--- config.mk ---
export PLATFORM = sky130hd
export DESIGN_NAME = prescaled_capture_timer
export DESIGN_NICKNAME = d
export VERILOG_FILES = /design/src/hdl/pct_pkg.sv /design/src/hdl/reload_counter.sv /design/src/hdl/prescaled_capture_timer.sv
export SDC_FILE = /design/constraint.sdc
export NUM_CORES = 1
export LEC_CHECK = 0
export BUFFER_PORTS_ARGS = -buffer_cell sky130_fd_sc_hd__clkbuf_2
export CORE_MARGIN = 2
export CORE_UTILIZATION = 26
export CTS_BUF_LIST = sky130_fd_sc_hd__clkbuf_16
export CTS_CLUSTER_SIZE = 10
export DETAILED_ROUTE_END_ITERATION = 12
export HOLD_SLACK_MARGIN = 0.08
export SLEW_MARGIN = 20
export SYNTH_ARGS = -nofsm -noshare
export SYNTH_HDL_FRONTEND = slang
export SYNTH_SLANG_ARGS = --single-unit
--- constraint.sdc ---
create_clock -name aclk -period 3.07 [get_ports aclk]
set_clock_uncertainty 0.2 [all_clocks]
set_input_delay 0.614 -clock aclk [delete_from_list [all_inputs] [get_ports aclk]]
set_output_delay 0.614 -clock aclk [all_outputs]
set_load 0.05 [all_outputs]
--- src/hdl/pct_pkg.sv ---
// constants for the prescaled capture timer
package pct_pkg;

  // register bus
  localparam int unsigned ADDR_W = 17;
  localparam int unsigned DATA_W = 32;
  localparam int unsigned REG_W  = 8;

  // register indices; byte address is four times the index
  localparam logic [14:0] IDX_LOW_MATCH_DATA  = 15'h7E14;
  localparam logic [14:0] IDX_HIGH_MATCH_DATA = 15'h7E15;
  localparam logic [14:0] IDX_TIMER_CONTROL   = 15'h7F16;
  localparam logic [14:0] IDX_PRESCALER_MODE  = 15'h7F17;

  // reset values
  localparam logic [7:0] RST_LOW_MATCH_DATA  = 8'h00;
  localparam logic [7:0] RST_HIGH_MATCH_DATA = 8'h00;
  localparam logic [7:0] RST_TIMER_CONTROL   = 8'h00;
  localparam logic [7:0] RST_PRESCALER_MODE  = 8'h00;

  // timer_control fields
  localparam int unsigned CTL_HIGH_COUNT_ENABLE = 7;
  localparam int unsigned CTL_HIGH_MATCH_FLAG   = 6;
  localparam int unsigned CTL_HIGH_IRQ_ENABLE   = 5;
  localparam int unsigned CTL_CLOCK_SELECT_HI   = 4;
  localparam int unsigned CTL_CLOCK_SELECT_LO   = 3;
  localparam int unsigned CTL_RUN               = 2;
  localparam int unsigned CTL_MAIN_MATCH_FLAG   = 1;
  localparam int unsigned CTL_MAIN_IRQ_ENABLE   = 0;

  // prescaler_mode_control fields
  localparam int unsigned PMC_READ_SELECT    = 7;
  localparam int unsigned PMC_LENGTH_SELECT  = 6;
  localparam int unsigned PMC_CAPTURE_ENABLE = 5;
  localparam int unsigned PMC_PRESCALE_HI    = 4;
  localparam int unsigned PMC_PRESCALE_LO    = 0;

  // count clock sources
  localparam logic [1:0] CLK_SYSTEM     = 2'h0;
  localparam logic [1:0] CLK_RC         = 2'h1;
  localparam logic [1:0] CLK_FIRST_OSC  = 2'h2;
  localparam logic [1:0] CLK_SECOND_OSC = 2'h3;

  // bus responses
  localparam logic [1:0] RESP_OKAY   = 2'h0;
  localparam logic [1:0] RESP_SLVERR = 2'h2;

endpackage : pct_pkg

--- src/hdl/reload_counter.sv ---
// one 8-bit counter with its match buffer
`timescale 1ns/1ps
`default_nettype none
module reload_counter (
  input  wire logic       aclk,
  input  wire logic       aresetn,
  input  wire logic       run,
  input  wire logic       step,
  input  wire logic       to_zero,
  input  wire logic [7:0] reload,
  output logic      [7:0] count_q,
  output logic      [7:0] buffer_q
);
  import pct_pkg::*;

  always_ff @(posedge aclk) begin
    if (!aresetn) begin
      count_q <= 8'h00;
    end else if (!run) begin
      count_q <= 8'h00;
    end else if (step) begin
      // plain increment wraps as the low byte overflow
      count_q <= to_zero ? 8'h00 : count_q + 8'h01;
    end
  end

  always_ff @(posedge aclk) begin
    if (!aresetn) begin
      buffer_q <= 8'h00;
    end else if (!run) begin
      buffer_q <= reload;
    end else if (step && to_zero) begin
      // new period value only takes effect at zero
      buffer_q <= reload;
    end
  end

endmodule : reload_counter
`default_nettype wire

--- src/hdl/prescaled_capture_timer.sv ---
// prescaled 16-bit / dual 8-bit capture timer with AXI4-Lite registers
//
// Added by the designer: the AXI4-Lite slave port.
`timescale 1ns/1ps
`default_nettype none
// Behaviour
// - low reload register, 8-bit, resets zero
// - high reload register, 8-bit, resets zero
// - high enable clear stops high counter in 8-bit mode
// - high flag set when high counter wraps (16-bit: only with high enable)
// - irq when high enable and flag
// - clock select picks prescaler count source
// - run clear stops timer at zero
// - main flag set when timer wraps
// - irq when main enable and flag
// - flags cleared only by writing zero
// - read select swaps reloads for captures
// - length select: two 8-bit or 16-bit
// - capture enable gates all captures
// - capture triggers per mode from flags
// - prescale period is field plus one
// - prescaler matches field, resets on match/stop
// - low on prescaler, high on overflow/sysclk
// - buffers reload at zero, follow when stopped
// - 16-bit match needs all sixteen bits
module prescaled_capture_timer (
  input  wire logic                         aclk,
  input  wire logic                         aresetn,
  input  wire logic [pct_pkg::ADDR_W-1:0]   s_axi_awaddr,
  input  wire logic [2:0]                   s_axi_awprot,
  input  wire logic                         s_axi_awvalid,
  output logic                              s_axi_awready,
  input  wire logic [pct_pkg::DATA_W-1:0]   s_axi_wdata,
  input  wire logic [3:0]                   s_axi_wstrb,
  input  wire logic                         s_axi_wvalid,
  output logic                              s_axi_wready,
  output logic [1:0]                        s_axi_bresp,
  output logic                              s_axi_bvalid,
  input  wire logic                         s_axi_bready,
  input  wire logic [pct_pkg::ADDR_W-1:0]   s_axi_araddr,
  input  wire logic [2:0]                   s_axi_arprot,
  input  wire logic                         s_axi_arvalid,
  output logic                              s_axi_arready,
  output logic [pct_pkg::DATA_W-1:0]        s_axi_rdata,
  output logic [1:0]                        s_axi_rresp,
  output logic                              s_axi_rvalid,
  input  wire logic                         s_axi_rready,
  input  wire logic                         rc_osc_in,
  input  wire logic                         first_oscillator,
  input  wire logic                         second_oscillator,
  output logic                              timer_irq
);
  import pct_pkg::*;

  // register state
  logic [7:0]        low_reload_q;
  logic [7:0]        high_reload_q;
  logic [7:0]        control_q;
  logic [7:0]        pmc_q;
  logic [7:0]        low_capture_q;
  logic [7:0]        high_capture_q;

  // bus state
  logic              aw_have_q;
  logic              w_have_q;
  logic [ADDR_W-1:0] awaddr_q;
  logic [7:0]        wbyte_q;
  logic              wlane_q;
  logic              ar_pend_q;
  logic [ADDR_W-1:0] araddr_q;
  logic              wr_fire;
  logic [14:0]       wr_idx;
  logic [14:0]       rd_idx;
  logic              wr_hit;
  logic              rd_hit;
  logic              wr_en;

  assign wr_fire = aw_have_q && w_have_q && !s_axi_bvalid;
  assign wr_idx  = awaddr_q[ADDR_W-1:2];
  assign rd_idx  = araddr_q[ADDR_W-1:2];
  assign wr_hit  = (wr_idx == IDX_LOW_MATCH_DATA) || (wr_idx == IDX_HIGH_MATCH_DATA)
                || (wr_idx == IDX_TIMER_CONTROL) || (wr_idx == IDX_PRESCALER_MODE);
  assign rd_hit  = (rd_idx == IDX_LOW_MATCH_DATA) || (rd_idx == IDX_HIGH_MATCH_DATA)
                || (rd_idx == IDX_TIMER_CONTROL) || (rd_idx == IDX_PRESCALER_MODE);
  // only byte lane 0 carries register bits
  assign wr_en   = wr_fire && wr_hit && wlane_q;

  // write channels, taken in either order
  always_ff @(posedge aclk) begin
    if (!aresetn) begin
      aw_have_q     <= 1'b0;
      awaddr_q      <= '0;
      s_axi_awready <= 1'b0;
    end else if (s_axi_awvalid && s_axi_awready) begin
      aw_have_q     <= 1'b1;
      awaddr_q      <= s_axi_awaddr;
      s_axi_awready <= 1'b0;
    end else if (wr_fire) begin
      aw_have_q     <= 1'b0;
    end else if (!aw_have_q && !s_axi_bvalid) begin
      s_axi_awready <= 1'b1;
    end
  end

  always_ff @(posedge aclk) begin
    if (!aresetn) begin
      w_have_q     <= 1'b0;
      wbyte_q      <= 8'h00;
      wlane_q      <= 1'b0;
      s_axi_wready <= 1'b0;
    end else if (s_axi_wvalid && s_axi_wready) begin
      w_have_q     <= 1'b1;
      wbyte_q      <= s_axi_wdata[7:0];
      wlane_q      <= s_axi_wstrb[0];
      s_axi_wready <= 1'b0;
    end else if (wr_fire) begin
      w_have_q     <= 1'b0;
    end else if (!w_have_q && !s_axi_bvalid) begin
      s_axi_wready <= 1'b1;
    end
  end

  always_ff @(posedge aclk) begin
    if (!aresetn) begin
      s_axi_bvalid <= 1'b0;
      s_axi_bresp  <= RESP_OKAY;
    end else if (wr_fire) begin
      s_axi_bvalid <= 1'b1;
      s_axi_bresp  <= wr_hit ? RESP_OKAY : RESP_SLVERR;
    end else if (s_axi_bready) begin
      s_axi_bvalid <= 1'b0;
    end
  end

  // read channel
  always_ff @(posedge aclk) begin
    if (!aresetn) begin
      ar_pend_q     <= 1'b0;
      araddr_q      <= '0;
      s_axi_arready <= 1'b0;
    end else if (s_axi_arvalid && s_axi_arready) begin
      ar_pend_q     <= 1'b1;
      araddr_q      <= s_axi_araddr;
      s_axi_arready <= 1'b0;
    end else if (ar_pend_q) begin
      ar_pend_q     <= 1'b0;
    end else if (!s_axi_rvalid && !s_axi_arready) begin
      s_axi_arready <= 1'b1;
    end
  end

  logic [7:0] rd_byte;
  always_comb begin
    rd_byte = 8'h00;
    unique case (rd_idx)
      IDX_LOW_MATCH_DATA:
        rd_byte = pmc_q[PMC_READ_SELECT] ? low_capture_q : low_reload_q;
      IDX_HIGH_MATCH_DATA:
        rd_byte = pmc_q[PMC_READ_SELECT] ? high_capture_q : high_reload_q;
      IDX_TIMER_CONTROL:  rd_byte = control_q;
      IDX_PRESCALER_MODE: rd_byte = pmc_q;
      default:            rd_byte = 8'h00;
    endcase
  end

  always_ff @(posedge aclk) begin
    if (!aresetn) begin
      s_axi_rvalid <= 1'b0;
      s_axi_rdata  <= '0;
      s_axi_rresp  <= RESP_OKAY;
    end else if (ar_pend_q) begin
      s_axi_rvalid <= 1'b1;
      s_axi_rdata  <= {24'h000000, rd_byte};
      s_axi_rresp  <= rd_hit ? RESP_OKAY : RESP_SLVERR;
    end else if (s_axi_rready) begin
      s_axi_rvalid <= 1'b0;
    end
  end

  // count clock sources
  // pins are foreign: two stages, then a third for the edge
  logic [2:0] src_meta_q;
  logic [2:0] src_sync_q;
  logic [2:0] src_prev_q;
  always_ff @(posedge aclk) begin
    if (!aresetn) begin
      src_meta_q <= 3'h0;
      src_sync_q <= 3'h0;
      src_prev_q <= 3'h0;
    end else begin
      src_meta_q <= {second_oscillator, first_oscillator, rc_osc_in};
      src_sync_q <= src_meta_q;
      src_prev_q <= src_sync_q;
    end
  end

  logic [2:0] src_rise;
  logic [1:0] clock_select;
  logic       count_tick;
  assign src_rise     = src_sync_q & ~src_prev_q;
  assign clock_select = control_q[CTL_CLOCK_SELECT_HI:CTL_CLOCK_SELECT_LO];
  always_comb begin
    count_tick = 1'b0;
    unique case (clock_select)
      CLK_SYSTEM: count_tick = 1'b1;
      CLK_RC:     count_tick = src_rise[0];
      CLK_FIRST_OSC:  count_tick = src_rise[1];
      CLK_SECOND_OSC: count_tick = src_rise[2];
    endcase
  end

  // prescaler
  logic       run;
  logic       length_sel;
  logic [4:0] prescale_value;
  logic [4:0] pre_count_q;
  logic       pre_match;
  assign run            = control_q[CTL_RUN];
  assign length_sel     = pmc_q[PMC_LENGTH_SELECT];
  assign prescale_value = pmc_q[PMC_PRESCALE_HI:PMC_PRESCALE_LO];
  assign pre_match      = run && count_tick && (pre_count_q == prescale_value);

  always_ff @(posedge aclk) begin
    if (!aresetn) begin
      pre_count_q <= 5'h00;
    end else if (!run || pre_match) begin
      pre_count_q <= 5'h00;
    end else if (count_tick) begin
      pre_count_q <= pre_count_q + 5'h01;
    end
  end

  // low and high counters
  logic       high_run;
  logic       low_step;
  logic       high_step;
  logic       low_zero;
  logic       high_zero;
  logic       match16;
  logic       low_match8;
  logic       high_match8;
  logic [7:0] low_count;
  logic [7:0] high_count;
  logic [7:0] low_buf;
  logic [7:0] high_buf;

  // high enable runs the high counter only in 8-bit mode; in 16-bit mode it gates the high flag
  assign high_run    = length_sel ? control_q[CTL_HIGH_COUNT_ENABLE] : run;
  assign low_step    = pre_match;
  assign high_step   = length_sel ? high_run : (pre_match && (low_count == 8'hFF));
  assign match16     = !length_sel && pre_match
                    && ({high_count, low_count} == {high_buf, low_buf});
  assign low_match8  = length_sel && pre_match && (low_count == low_buf);
  assign high_match8 = length_sel && high_run && (high_count == high_buf);
  assign low_zero    = match16 || low_match8;
  assign high_zero   = match16 || high_match8;

  reload_counter low_ctr (
    .aclk     (aclk),
    .aresetn  (aresetn),
    .run      (run),
    .step     (low_step || match16),
    .to_zero  (low_zero),
    .reload   (low_reload_q),
    .count_q  (low_count),
    .buffer_q (low_buf)
  );

  reload_counter high_ctr (
    .aclk     (aclk),
    .aresetn  (aresetn),
    .run      (high_run),
    .step     (high_step || match16),
    .to_zero  (high_zero),
    .reload   (high_reload_q),
    .count_q  (high_count),
    .buffer_q (high_buf)
  );

  // flags
  logic main_set;
  logic high_set;
  logic main_flag_d;
  logic high_flag_d;
  logic main_rise;
  logic high_rise;
  assign main_set = match16 || low_match8;
  assign high_set = length_sel ? high_match8
                  : (match16 && control_q[CTL_HIGH_COUNT_ENABLE]);

  // hardware set beats a same-cycle software clear
  always_comb begin
    main_flag_d = control_q[CTL_MAIN_MATCH_FLAG];
    high_flag_d = control_q[CTL_HIGH_MATCH_FLAG];
    if (wr_en && (wr_idx == IDX_TIMER_CONTROL)) begin
      main_flag_d = wbyte_q[CTL_MAIN_MATCH_FLAG];
      high_flag_d = wbyte_q[CTL_HIGH_MATCH_FLAG];
    end
    if (main_set) begin
      main_flag_d = 1'b1;
    end
    if (high_set) begin
      high_flag_d = 1'b1;
    end
  end
  assign main_rise = main_flag_d && !control_q[CTL_MAIN_MATCH_FLAG];
  assign high_rise = high_flag_d && !control_q[CTL_HIGH_MATCH_FLAG];

  // software registers
  always_ff @(posedge aclk) begin
    if (!aresetn) begin
      low_reload_q <= RST_LOW_MATCH_DATA;
    end else if (wr_en && (wr_idx == IDX_LOW_MATCH_DATA)) begin
      low_reload_q <= wbyte_q;
    end
  end

  always_ff @(posedge aclk) begin
    if (!aresetn) begin
      high_reload_q <= RST_HIGH_MATCH_DATA;
    end else if (wr_en && (wr_idx == IDX_HIGH_MATCH_DATA)) begin
      high_reload_q <= wbyte_q;
    end
  end

  always_ff @(posedge aclk) begin
    if (!aresetn) begin
      control_q <= RST_TIMER_CONTROL;
    end else begin
      if (wr_en && (wr_idx == IDX_TIMER_CONTROL)) begin
        control_q <= wbyte_q;
      end
      control_q[CTL_MAIN_MATCH_FLAG] <= main_flag_d;
      control_q[CTL_HIGH_MATCH_FLAG] <= high_flag_d;
    end
  end

  always_ff @(posedge aclk) begin
    if (!aresetn) begin
      pmc_q <= RST_PRESCALER_MODE;
    end else if (wr_en && (wr_idx == IDX_PRESCALER_MODE)) begin
      pmc_q <= wbyte_q;
    end
  end

  // capture
  // holds until the next trigger; software should read it promptly
  logic cap_en;
  assign cap_en = pmc_q[PMC_CAPTURE_ENABLE];

  always_ff @(posedge aclk) begin
    if (!aresetn) begin
      low_capture_q <= 8'h00;
    end else if (cap_en && high_rise) begin
      low_capture_q <= low_count;
    end
  end

  always_ff @(posedge aclk) begin
    if (!aresetn) begin
      high_capture_q <= 8'h00;
    end else if (cap_en && (length_sel ? main_rise : high_rise)) begin
      high_capture_q <= high_count;
    end
  end

  // interrupt request level
  always_ff @(posedge aclk) begin
    if (!aresetn) begin
      timer_irq <= 1'b0;
    end else begin
      timer_irq <= (control_q[CTL_HIGH_IRQ_ENABLE]
                    && control_q[CTL_HIGH_MATCH_FLAG])
                || (control_q[CTL_MAIN_IRQ_ENABLE]
                    && control_q[CTL_MAIN_MATCH_FLAG]);
    end
  end

endmodule : prescaled_capture_timer
`default_nettype wire

==> metrics.txt, run 1 <==
largest net degree at the start of global routing 75; Num CTS Buffers 17; Port Buffers 64; Placer Congestion 0.845; crit path max fanout 11; P_sw 1.06 mW; Nets 924; register area 0.00304 mm²; number of diodes 0; share of layout cells above drive strength 1 15.2%; Wirelength per Cell 14.2 µm; hpwl dp 12000 µm; Root Driver clkbuf_16; synth top area cells dfxtp_1 44%, mux2i_1 7.7%, nand2_1 7.2%; CP delay by family, top compound AO/OA/AOI/OAI gates; Clock Sinks 152; Yosys warnings 0; worst skew pair latency 0.42 ns; I/O pin cnt 128; Mapped Cells 785; Post-DRT Antenna Nets 0; Hold Path Class primary input to flip-flop; clk buf depth 2; CTS clk-pin slew, worst paths 0.06 ns; CP Launch Type flip-flop; final hold vios 0; Vias/cell 4.63; status completed; Site Rows 59; Setup-failing EPs final 0; Die Area 0.0278 mm²; Sw Share 24.4%; Cell variety after synth 59; Seq cells post-synth 152; clock power share 46.6%; sequential area share after synthesis 44.2%; vias in the first global route 5299; first-pass GRT wire length 27800 µm; Post-synth EDFFs 0; hold buffer count at cts 0; Cell Chain, Critical Path xor2_1, nor4_4, o211a_1, a31o_1, a211oi_1, mux2_1; Seq pwr share 47.4%; via total after detailed routing 5481; antenna violations before repair 0; Syn Std Cell Area 0.00689 mm²; Worst Tran Pin Value 0.897 ns; Crit-path slowest cell o211a_1; fin crit share 82.7%; DR pass1 iterations 4; max incr delay on CP 0.47 ns; DRC errors left 0; total grt overflow 0; area delta synth->final 16.2%; Max Fclk 0.394 GHz; max capacitance violation total 0; Power Total 4.32 mW; Setup Total Neg Slack 0 ns; area occupied by multi-input gates 0.00344 mm²; Setup crit end kind flip-flop; post-CTS setup repair buffer count 0; relative slew slack 39.9%; Synth top area share 44.2%; max-slew violation count 0; Post-synth ARST share 0%; RSZ-0062 raised after global routing no; Int Power 3.26 mW; worst path buffer plus inverter count 0; CP Class flip-flop to flip-flop; CP Data Required Time 3.18 ns; pwr/cell area 540 mW/mm²; htree depth 4; Regs by FF count araddr_q: 15 flops, awaddr_q: 15 flops; arrival time worst endpoint 2.65 ns; Core ar. 0.0261 mm²; Routed WL 16800 µm; Yosys top cell by area dfxtp_1; Period minus WS final 2.54 ns; maximum VDD drop 0.000377 V; total track usage 12.4%; die width 167 µm; Pleak 3.25 nW; final-layout fill cell count 2744; commonest register cell after synthesis dfxtp_1; cts repair resizes 0; DIE HEIGHT 167 µm; DRT iter0 DRCs 337; combinational share of power 6.0%; syn avg cell area 8.77 µm²; initial cell density of the core 26.4%; CTS tree built
## per-layer routing
metal / routed length [µm] / GRT usage, % / vias up
met5: 0 / 0 / -
met4: 319 / 4.95 / 0
met3: 832 / 2.38 / 21
met2: 7400 / 18.8 / 115
met1: 8210 / 17.4 / 2583
li1: - / - / 2762
## logic make-up after synthesis
group	synth area share, %
AO/OA/AOI/OAI	13.3
XOR/XNOR	4.05
adder cells (fa/ha/maj)	0.545
buffers and inverters	7.28
flip-flops	44.2
multiplexers	10.8
other	0.0544
AND/OR/NAND/NOR	19.8
## power groups by stage
stage	clock (mW)	sequential, mW	combinational [mW]
after global placement	0	2.09	0.259
after floorplan	0	2.10	0.202
after global routing	2.13	2.05	0.284
after detailed placement	0	2.09	0.261
final	2.01	2.05	0.259
after CTS	2.04	2.05	0.261
## through the flow
| stage | cells | setup WS (ns) | instance area, µm² | hold slack, ns | util (%) |
|---|---|---|---|---|---|
| 2_1_floorplan | 810 | 0.703 | 6980 | 0.212 | - |
| 3_3_place_gp | 1151 | 0.588 | 7440 | 0.219 | 28.5 |
| 3_5_place_dp | 1151 | 0.529 | 7440 | 0.219 | 28.5 |
| 4_1_cts | 1183 | 0.517 | 8000 | 0.183 | 30.7 |
| 5_1_grt | 1183 | 0.343 | 8000 | 0.188 | 30.7 |
| 6_report | 1183 | 0.531 | 8000 | 0.198 | 30.7 |
## final timing paths
path              slack, ns  depth (start not counted)           from                  end
setup reg to reg       0.53                          6       pmc_q[3]  high_ctr.count_q[4]
setup / recovery       0.53                          6       pmc_q[3]  high_ctr.count_q[4]
hold / removal         0.20                          2      rc_osc_in        src_meta_q[0]
hold reg to reg        0.23                          1  src_meta_q[1]        src_sync_q[1]
## synthesized netlist by cell type, types with 4 or more instances
| cell type | number |
|---|---|
| xor2_1 | 17 |
| or4_1 | 8 |
| nor4bb_1 | 4 |
| nor2_1 | 56 |
| buf_4 | 28 |
| xnor2_1 | 13 |
| nand3_1 | 14 |
| a22o_1 | 7 |
| o2111ai_1 | 4 |
| buf_1 | 4 |
| clkbuf_1 | 33 |
| or2_2 | 4 |
| o21ai_0 | 16 |
| and4_1 | 4 |
| mux2_1 | 4 |
| dfxtp_1 | 152 |
| a21oi_1 | 79 |
| and2_1 | 15 |
| mux2i_1 | 53 |
| nor3_1 | 13 |
| inv_1 | 25 |
| nand4_1 | 10 |
| o31ai_1 | 8 |
| and3_1 | 6 |
| buf_2 | 4 |
| o22ai_1 | 8 |
| nand2_1 | 132 |
| a211oi_1 | 7 |
| mux4_2 | 7 |
## placed cells by master, fill, tap and decap left out, types with 3 or more instances in the layout
cell type   synthesis  routed
o211ai_1            3       3
nand2_1           132     132
o31ai_1             8       8
mux2_1              4       4
and3_1              6       6
clkinv_2            0       4
or2_2               4       4
a211oi_1            7       7
conb_1              1      26
a31oi_1             3       3
mux2i_1            53      53
buf_4              28      14
clkbuf_2            1      64
or4_1               8       8
clkinvlp_4          0       3
nor3_1             13      13
clkinv_4            0       3
dfxtp_1           152     152
nor4bb_1            4       4
o21ai_0            16      16
and2_1             15      15
or3_1               3       3
nor4_1              3       3
o22ai_1             8       8
a21oi_1            79      79
and4_1              4       4
nand3_1            14      14
o21ai_1             3       3
ha_1                3       3
nand4_1            10      10
xnor2_1            13      13
nor3b_1             3       3
mux4_2              7       7
o2111ai_1           4       4
clkbuf_16           0      17
inv_1              25      26
a22o_1              7       7
xor2_1             17      17
nor2_1             56      56
## layout make-up
class / instances / area share (%)
timing repair buffer: 79 / 5.57
multi-input combinational: 560 / 42.9
clock inverter: 15 / 1.74
inverter: 25 / 1.19
clock buffer: 17 / 5.31
tap: 335 / 5.24
sequential: 152 / 38.0
Note: power is estimated with default switching activity, not from simulation.
==> inputs of run 2 (changes only) <==
--- a/config.mk
+++ b/config.mk
@@ -5,6 +5,7 @@
 export SDC_FILE = /design/constraint.sdc
 export NUM_CORES = 1
 export LEC_CHECK = 0
+export ABC_AREA = 1
 export BUFFER_PORTS_ARGS = -buffer_cell sky130_fd_sc_hd__clkbuf_2
 export CORE_MARGIN = 2
 export CORE_UTILIZATION = 26
==> constraint.sdc (replaced) <==
create_clock -name aclk -period 2.15 [get_ports aclk]
set_clock_uncertainty 0.2 [all_clocks]
set_input_delay 0.43 -clock aclk [delete_from_list [all_inputs] [get_ports aclk]]
set_output_delay 0.43 -clock aclk [all_outputs]
set_load 0.05 [all_outputs]
==> metrics.txt, run 2 <==
status completed; Cell variety after synth 37 (-37%); Power Total 6.44 mW (+49%); largest net degree at the start of global routing 47 (-37%); fin crit share 99.8% (+17 points); non-filler instance count after layout 1431 (+21%); Post-DRT Antenna Nets 0 (unchanged); Site Rows 59 (unchanged); hpwl dp 12300 µm (+2.2%); top cells by count, synth 188 x nand2_1, 153 x nor2_1, 152 x dfxtp_1; Setup WS pre-CTS -0.0231 ns (-0.552 ns); CTS clk-pin slew, worst paths 0.06 ns (about the same); crit path max fanout 16 (+5); RSZ-0062 raised after global routing yes; Worst Tran Pin Value 0.514 ns (-0.383 ns); I/O pin cnt 128 (unchanged); post-synthesis mux area share 0% (-11 points); Synth Area in Adders 0.556% (+0.011 points); combinational family with the most area after synthesis simple AND/OR/NAND/NOR gates; commonest register cell after synthesis dfxtp_1; relative slew slack 65.5% (+26 points); area delta synth->final 31.6%; Hold Path Class primary input to flip-flop; Setup-failing EPs final 0 (unchanged); number of diodes 0 (unchanged); Period minus WS final 2.15 ns (-0.393 ns); Num CTS Buffers 17 (unchanged); placed insts 1354 (+18%); max-slew violation count 0 (unchanged); worst hold margin 0.0786 ns (-0.119 ns); share of layout cells above drive strength 1 20.4% (+5.2 points); Regs by FF count araddr_q: 15 flops, awaddr_q: 15 flops; Post-synth ARST share 0% (unchanged); total track usage 12.9% (+0.51 points); Pleak 3.79 nW (+16%); Compound-Gate Fraction of Synth Area 14.9% (+1.6 points); htree depth 4 (unchanged); maximum VDD drop 0.000393 V (+4.3%); via total after detailed routing 6203 (+13%); first-pass GRT wire length 27700 µm (-0.25%); Core ar. 0.0258 mm² (-1.1%); Setup crit end kind flip-flop; post-route setup slack 0.00327 ns (-0.527 ns); Port Buffers 64 (unchanged); Vias/cell 4.33 (-6.4%); max capacitance violation total 0 (unchanged); CP Class flip-flop to flip-flop; post-route cell area 0.00889 mm² (+11%); DR pass1 iterations 5 (+1); commonest cells after routing, fill and taps aside 180 x nand2_1, 144 x nor2_1, 139 x dfxtp_1, 92 x inv_1, 83 x a21oi_1; Die Area 0.0273 mm² (-1.9%); sequential area share after synthesis 45.0% (+0.86 points); simple-gate share of the synthesized area 26.6% (+6.8 points); pwr/cell area 724 mW/mm² (+34%); Yosys top cell by area dfxtp_1; Mapped Cells 939 (+20%); Max Fclk 0.466 GHz (+18%); CP Data Required Time 2.32 ns (-0.86 ns); vias in the first global route 5673 (+7.1%); Synth top area share 45.0% (+0.86 points); DRT iter0 DRCs 453 (+34%); DRC errors left 0 (unchanged); Clock Sinks 152 (unchanged); DIE HEIGHT 165 µm (-0.93%); synth top area cells dfxtp_1 45%, nand2_1 10%, nor2_1 8.5%; syn avg cell area 7.20 µm² (-18%); post-place instance area 0.00763 mm² (+2.6%); Root Driver clkbuf_16; worst skew pair latency 0.43 ns (about the same); Syn Std Cell Area 0.00676 mm² (-1.9%); die width 165 µm (-0.93%); CTS tree built; most frequent cell after synthesis nand2_1; Routed WL 17700 µm (+5.8%); Post-synth EDFFs 0 (unchanged); total grt overflow 0 (unchanged); Placer Congestion 0.827 (-2.2%); leading cell type in the layout, fill and taps excluded nand2_1; Yosys warnings 0 (unchanged); XOR/XNOR share of the synthesized area 1.81% (-2.2 points); final hold vios 0 (unchanged); arrival time worst endpoint 2.31 ns (-0.34 ns); Wirelength per Cell 12.4 µm (-13%); CP Launch Type flip-flop; Nets 1172 (+27%); initial cell density of the core 26.2% (-0.21 points); Seq cells post-synth 152 (unchanged); clk buf depth 2 (unchanged); antenna violations before repair 0 (unchanged)
run 2: logic make-up after synthesis:
logic type      Yosys count
other cells               1
fa+ha+maj                 3
buf+inv                 160
xor+xnor                 14
simple gates            422
compound gates          187
flops                   152
run 2: power breakdown:
part / total (mW) / internal (mW) / switching (mW)
Clock: 3.06 / 1.83 / 1.24
Sequential: 2.94 / 2.88 / 0.0514
Combinational: 0.444 / 0.143 / 0.301
run 2: final timing paths:
kind                                       from               end  slack (ns)  depth (start not counted)
worst max-delay path               awaddr_q[14]  high_reload_q[2]       0.003                         11
worst min-delay path            s_axi_awaddr[8]       awaddr_q[8]        0.08                          3
worst max register to register     awaddr_q[14]  high_reload_q[2]       0.003                         11
worst min register to register    src_meta_q[2]     src_sync_q[2]        0.21                          2
run 2: area by class of cell:
cell class,instances,area (µm²)
clock buffers,17,425
clock inverters,15,175
fillers,2690,16900
inverters,103,390
multi-input cells,653,3250
flip-flops and latches,152,3060
well taps,335,419
repair buffers,156,1170
run 2: per-stage QoR:
step / util (%) / setup TNS (ns)
after floorplan: - / 0
after global placement: 29.6 / 0
after detailed placement: 29.6 / -0.0235
after CTS: 33.3 / 0
after global routing: 34.5 / -3.09
final: 34.5 / 0
run 2: metal layers:
metal	wire length (µm)	track usage, %
met4	235	3.52
met2	7990	20.9
met3	1040	3.55
met1	8490	16.9
met5	0	0
run 2: critical path, cell delays in order (launching register included):
cell	delay [ns]
dfxtp_2	0.34
nand2_2	0.07
nor2_4	0.12
nand4_1	0.16
nor4_2	0.29
nor2_1	0.09
a21oi_2	0.22
buf_4	0.15
nand3_4	0.16
nand2_1	0.12
nand2_1	0.06
nor2_1	0.10
run 2: repair_timing:
| action | in CTS | in global routing |
|---|---|---|
| gates resized for setup | 4 | 57 |
| endpoints found under the hold margin | 33 | 0 |
| hold buffers | 33 | 0 |
| setup endpoints to repair | 5 | 49 |
| buffers inserted | 0 | 9 |
| gates cloned | 0 | 3 |
| pin swaps | 0 | 25 |
==> inputs of run 3 (changes only) <==
--- a/config.mk
+++ b/config.mk
@@ -13,6 +13,7 @@
 export CTS_CLUSTER_SIZE = 10
 export DETAILED_ROUTE_END_ITERATION = 12
 export HOLD_SLACK_MARGIN = 0.08
+export RECOVER_POWER = 100
 export SLEW_MARGIN = 20
 export SYNTH_ARGS = -nofsm -noshare
 export SYNTH_HDL_FRONTEND = slang
==> constraint.sdc (replaced) <==
create_clock -name aclk -period 2.11 [get_ports aclk]
set_clock_uncertainty 0.2 [all_clocks]
set_input_delay 0.422 -clock aclk [delete_from_list [all_inputs] [get_ports aclk]]
set_output_delay 0.422 -clock aclk [all_outputs]
set_load 0.05 [all_outputs]
==> metrics.txt, run 3 (same netlist as run 2, synthesis figures left out) <==
status completed; Vias/cell 4.39 (+1.2%); die width 165 µm (unchanged); DR pass1 iterations 5 (unchanged); Pleak 3.78 nW (about the same); Core ar. 0.0258 mm² (unchanged); CP Data Required Time 2.22 ns (-0.10 ns); Wirelength per Cell 12.4 µm (-0.38%); Site Rows 59 (unchanged); fin crit share 98.7% (-1.1 points); non-filler instance count after layout 1437 (+0.42%); placed insts 1358 (+0.30%); hpwl dp 12500 µm (+1.2%); combinational share of power 7.1% (+0.2 points); Die Area 0.0273 mm² (unchanged); DRT iter0 DRCs 450 (-0.66%); met2 Use GR 20.9% (unchanged); Clock Sinks 152 (unchanged); Regs by FF count araddr_q: 15 flops, awaddr_q: 15 flops; GRT Max-Usage Layer met2; leading cell type in the layout, fill and taps excluded nand2_1; clk buf depth 2 (unchanged); number of diodes 0 (unchanged); Seq pwr share 47.4% (+1.8 points); max-slew violation count 0 (unchanged); CP Launch Type flip-flop; Max Fclk 0.480 GHz (+3.0%); largest net degree at the start of global routing 47 (unchanged); Power Total 6.31 mW (-2.1%); post-place instance area 0.00767 mm² (+0.56%); Routed WL 17800 µm (about the same); Post-DRT Antenna Nets 0 (unchanged); post-route setup slack 0.0266 ns (+0.0233 ns); Crit-path slowest cell dfxtp_1; maximum VDD drop 0.000414 V (+5.3%); relative slew slack 47.5% (-18 points); first-pass GRT wire length 27900 µm (+0.54%); antenna violations before repair 0 (unchanged); Cell Chain, Critical Path nand2_4, nor2_2, nand2_2, nor2_4, nand3_4, o21ai_2, nand3_2, nand2_4, clkinvlp_4, nor2_1, nor2_1; Setup Total Neg Slack 0 ns (unchanged); max capacitance violation total 0 (unchanged); Worst Tran Pin Value 0.787 ns (+0.273 ns); CTS tree built; DIE HEIGHT 165 µm (unchanged); met1 usage 17.1% (+0.19 points); max incr delay on CP 0.37 ns (+0.03 ns); Setup crit end kind flip-flop; I/O pin cnt 128 (unchanged); worst skew pair latency 0.42 ns (about the same); Placer Congestion 0.813 (-1.6%); Hold Path Class primary input to flip-flop; commonest cells after routing, fill and taps aside 178 x nand2_1, 142 x nor2_1, 137 x dfxtp_1, 86 x inv_1, 80 x a21oi_1; final hold vios 0 (unchanged); P_sw 1.53 mW (-3.9%); M3 GR Usage 2.87% (-0.67 points); total grt overflow 0 (unchanged); crit path max fanout 8 (-8); Root Driver clkbuf_16; Port Buffers 64 (unchanged); initial cell density of the core 26.2% (unchanged); CTS clk-pin slew, worst paths 0.06 ns (about the same); DRC errors left 0 (unchanged); Int Power 4.78 mW (-1.5%); arrival time worst endpoint 2.20 ns (-0.11 ns); Setup WS pre-CTS -0.0212 ns (+0.00194 ns); CP Class flip-flop to flip-flop; vias in the first global route 5708 (+0.62%); area delta synth->final 31.1%; share of layout cells above drive strength 1 20.7% (+0.25 points); RSZ-0062 raised after global routing yes; Setup-failing EPs final 0 (unchanged); Period minus WS final 2.08 ns (-0.0633 ns); total track usage 13.1% (+0.13 points); clock power share 45.5% (-2.0 points); via total after detailed routing 6303 (+1.6%); Nets 1181 (+0.77%); htree depth 4 (unchanged); pwr/cell area 712 mW/mm² (-1.7%); post-route cell area 0.00886 mm² (-0.42%); Num CTS Buffers 17 (unchanged); Sw Share 24.2% (-0.46 points)
run 3: critical path, delay by kind of cell (launching register included):
kind	cells	cell delay (ns)
AO/OA/AOI/OAI	1	0.18
buffers and inverters	1	0.22
flip-flops	1	0.37
AND/OR/NAND/NOR	9	1.01
run 3: layout make-up:
class / count / area (µm²)
fillers: 2689 / 16900
well taps: 335 / 419
repair buffers: 166 / 1220
clock buffers: 17 / 425
inverters: 103 / 390
flip-flops and latches: 152 / 3060
multi-input cells: 652 / 3220
clock inverters: 12 / 114
run 3: what timing repair did:
item / CTS / global route
pin swaps: 1 / 31
hold buffers: 38 / 0
gates resized for setup: 5 / 66
buffers inserted: 1 / 10
hold endpoints to repair: 38 / 0
setup endpoints to repair: 15 / 56
cloned: 0 / 1
run 3: power by group through the flow:
stage | Sequential (mW) | Clock (mW) | Combinational (mW)
3_5_place_dp | 3.05 | 0 | 0.390
2_1_floorplan | 3.06 | 0 | 0.298
3_3_place_gp | 3.05 | 0 | 0.388
6_report | 2.99 | 2.87 | 0.449
5_1_grt | 3.00 | 3.04 | 0.497
4_1_cts | 2.99 | 2.92 | 0.448
run 3: per-stage QoR:
step,utilization (%),hold WS [ns]
finish,34.4,0.0820
global route,34.4,0.105
CTS,33.5,0.0822
detailed placement,29.8,0.201
global placement,29.8,0.197
floorplan,-,0.190
run 3: per-layer routing:
layer | wire length [µm] | vias up
li1 | - | 3276
met1 | 8550 | 2821
met2 | 7880 | 176
met3 | 874 | 30
met4 | 444 | 0
met5 | 0 | -
run 3: final timing paths:
check / slack [ns] / to / startpoint / cells after the start
setup / recovery: 0.03 / low_capture_q[3] / awaddr_q[4] / 11
setup reg to reg: 0.03 / low_capture_q[3] / awaddr_q[4] / 11
hold reg to reg: 0.21 / src_sync_q[1] / src_meta_q[1] / 2
hold / removal: 0.08 / wbyte_q[2] / s_axi_wdata[2] / 3
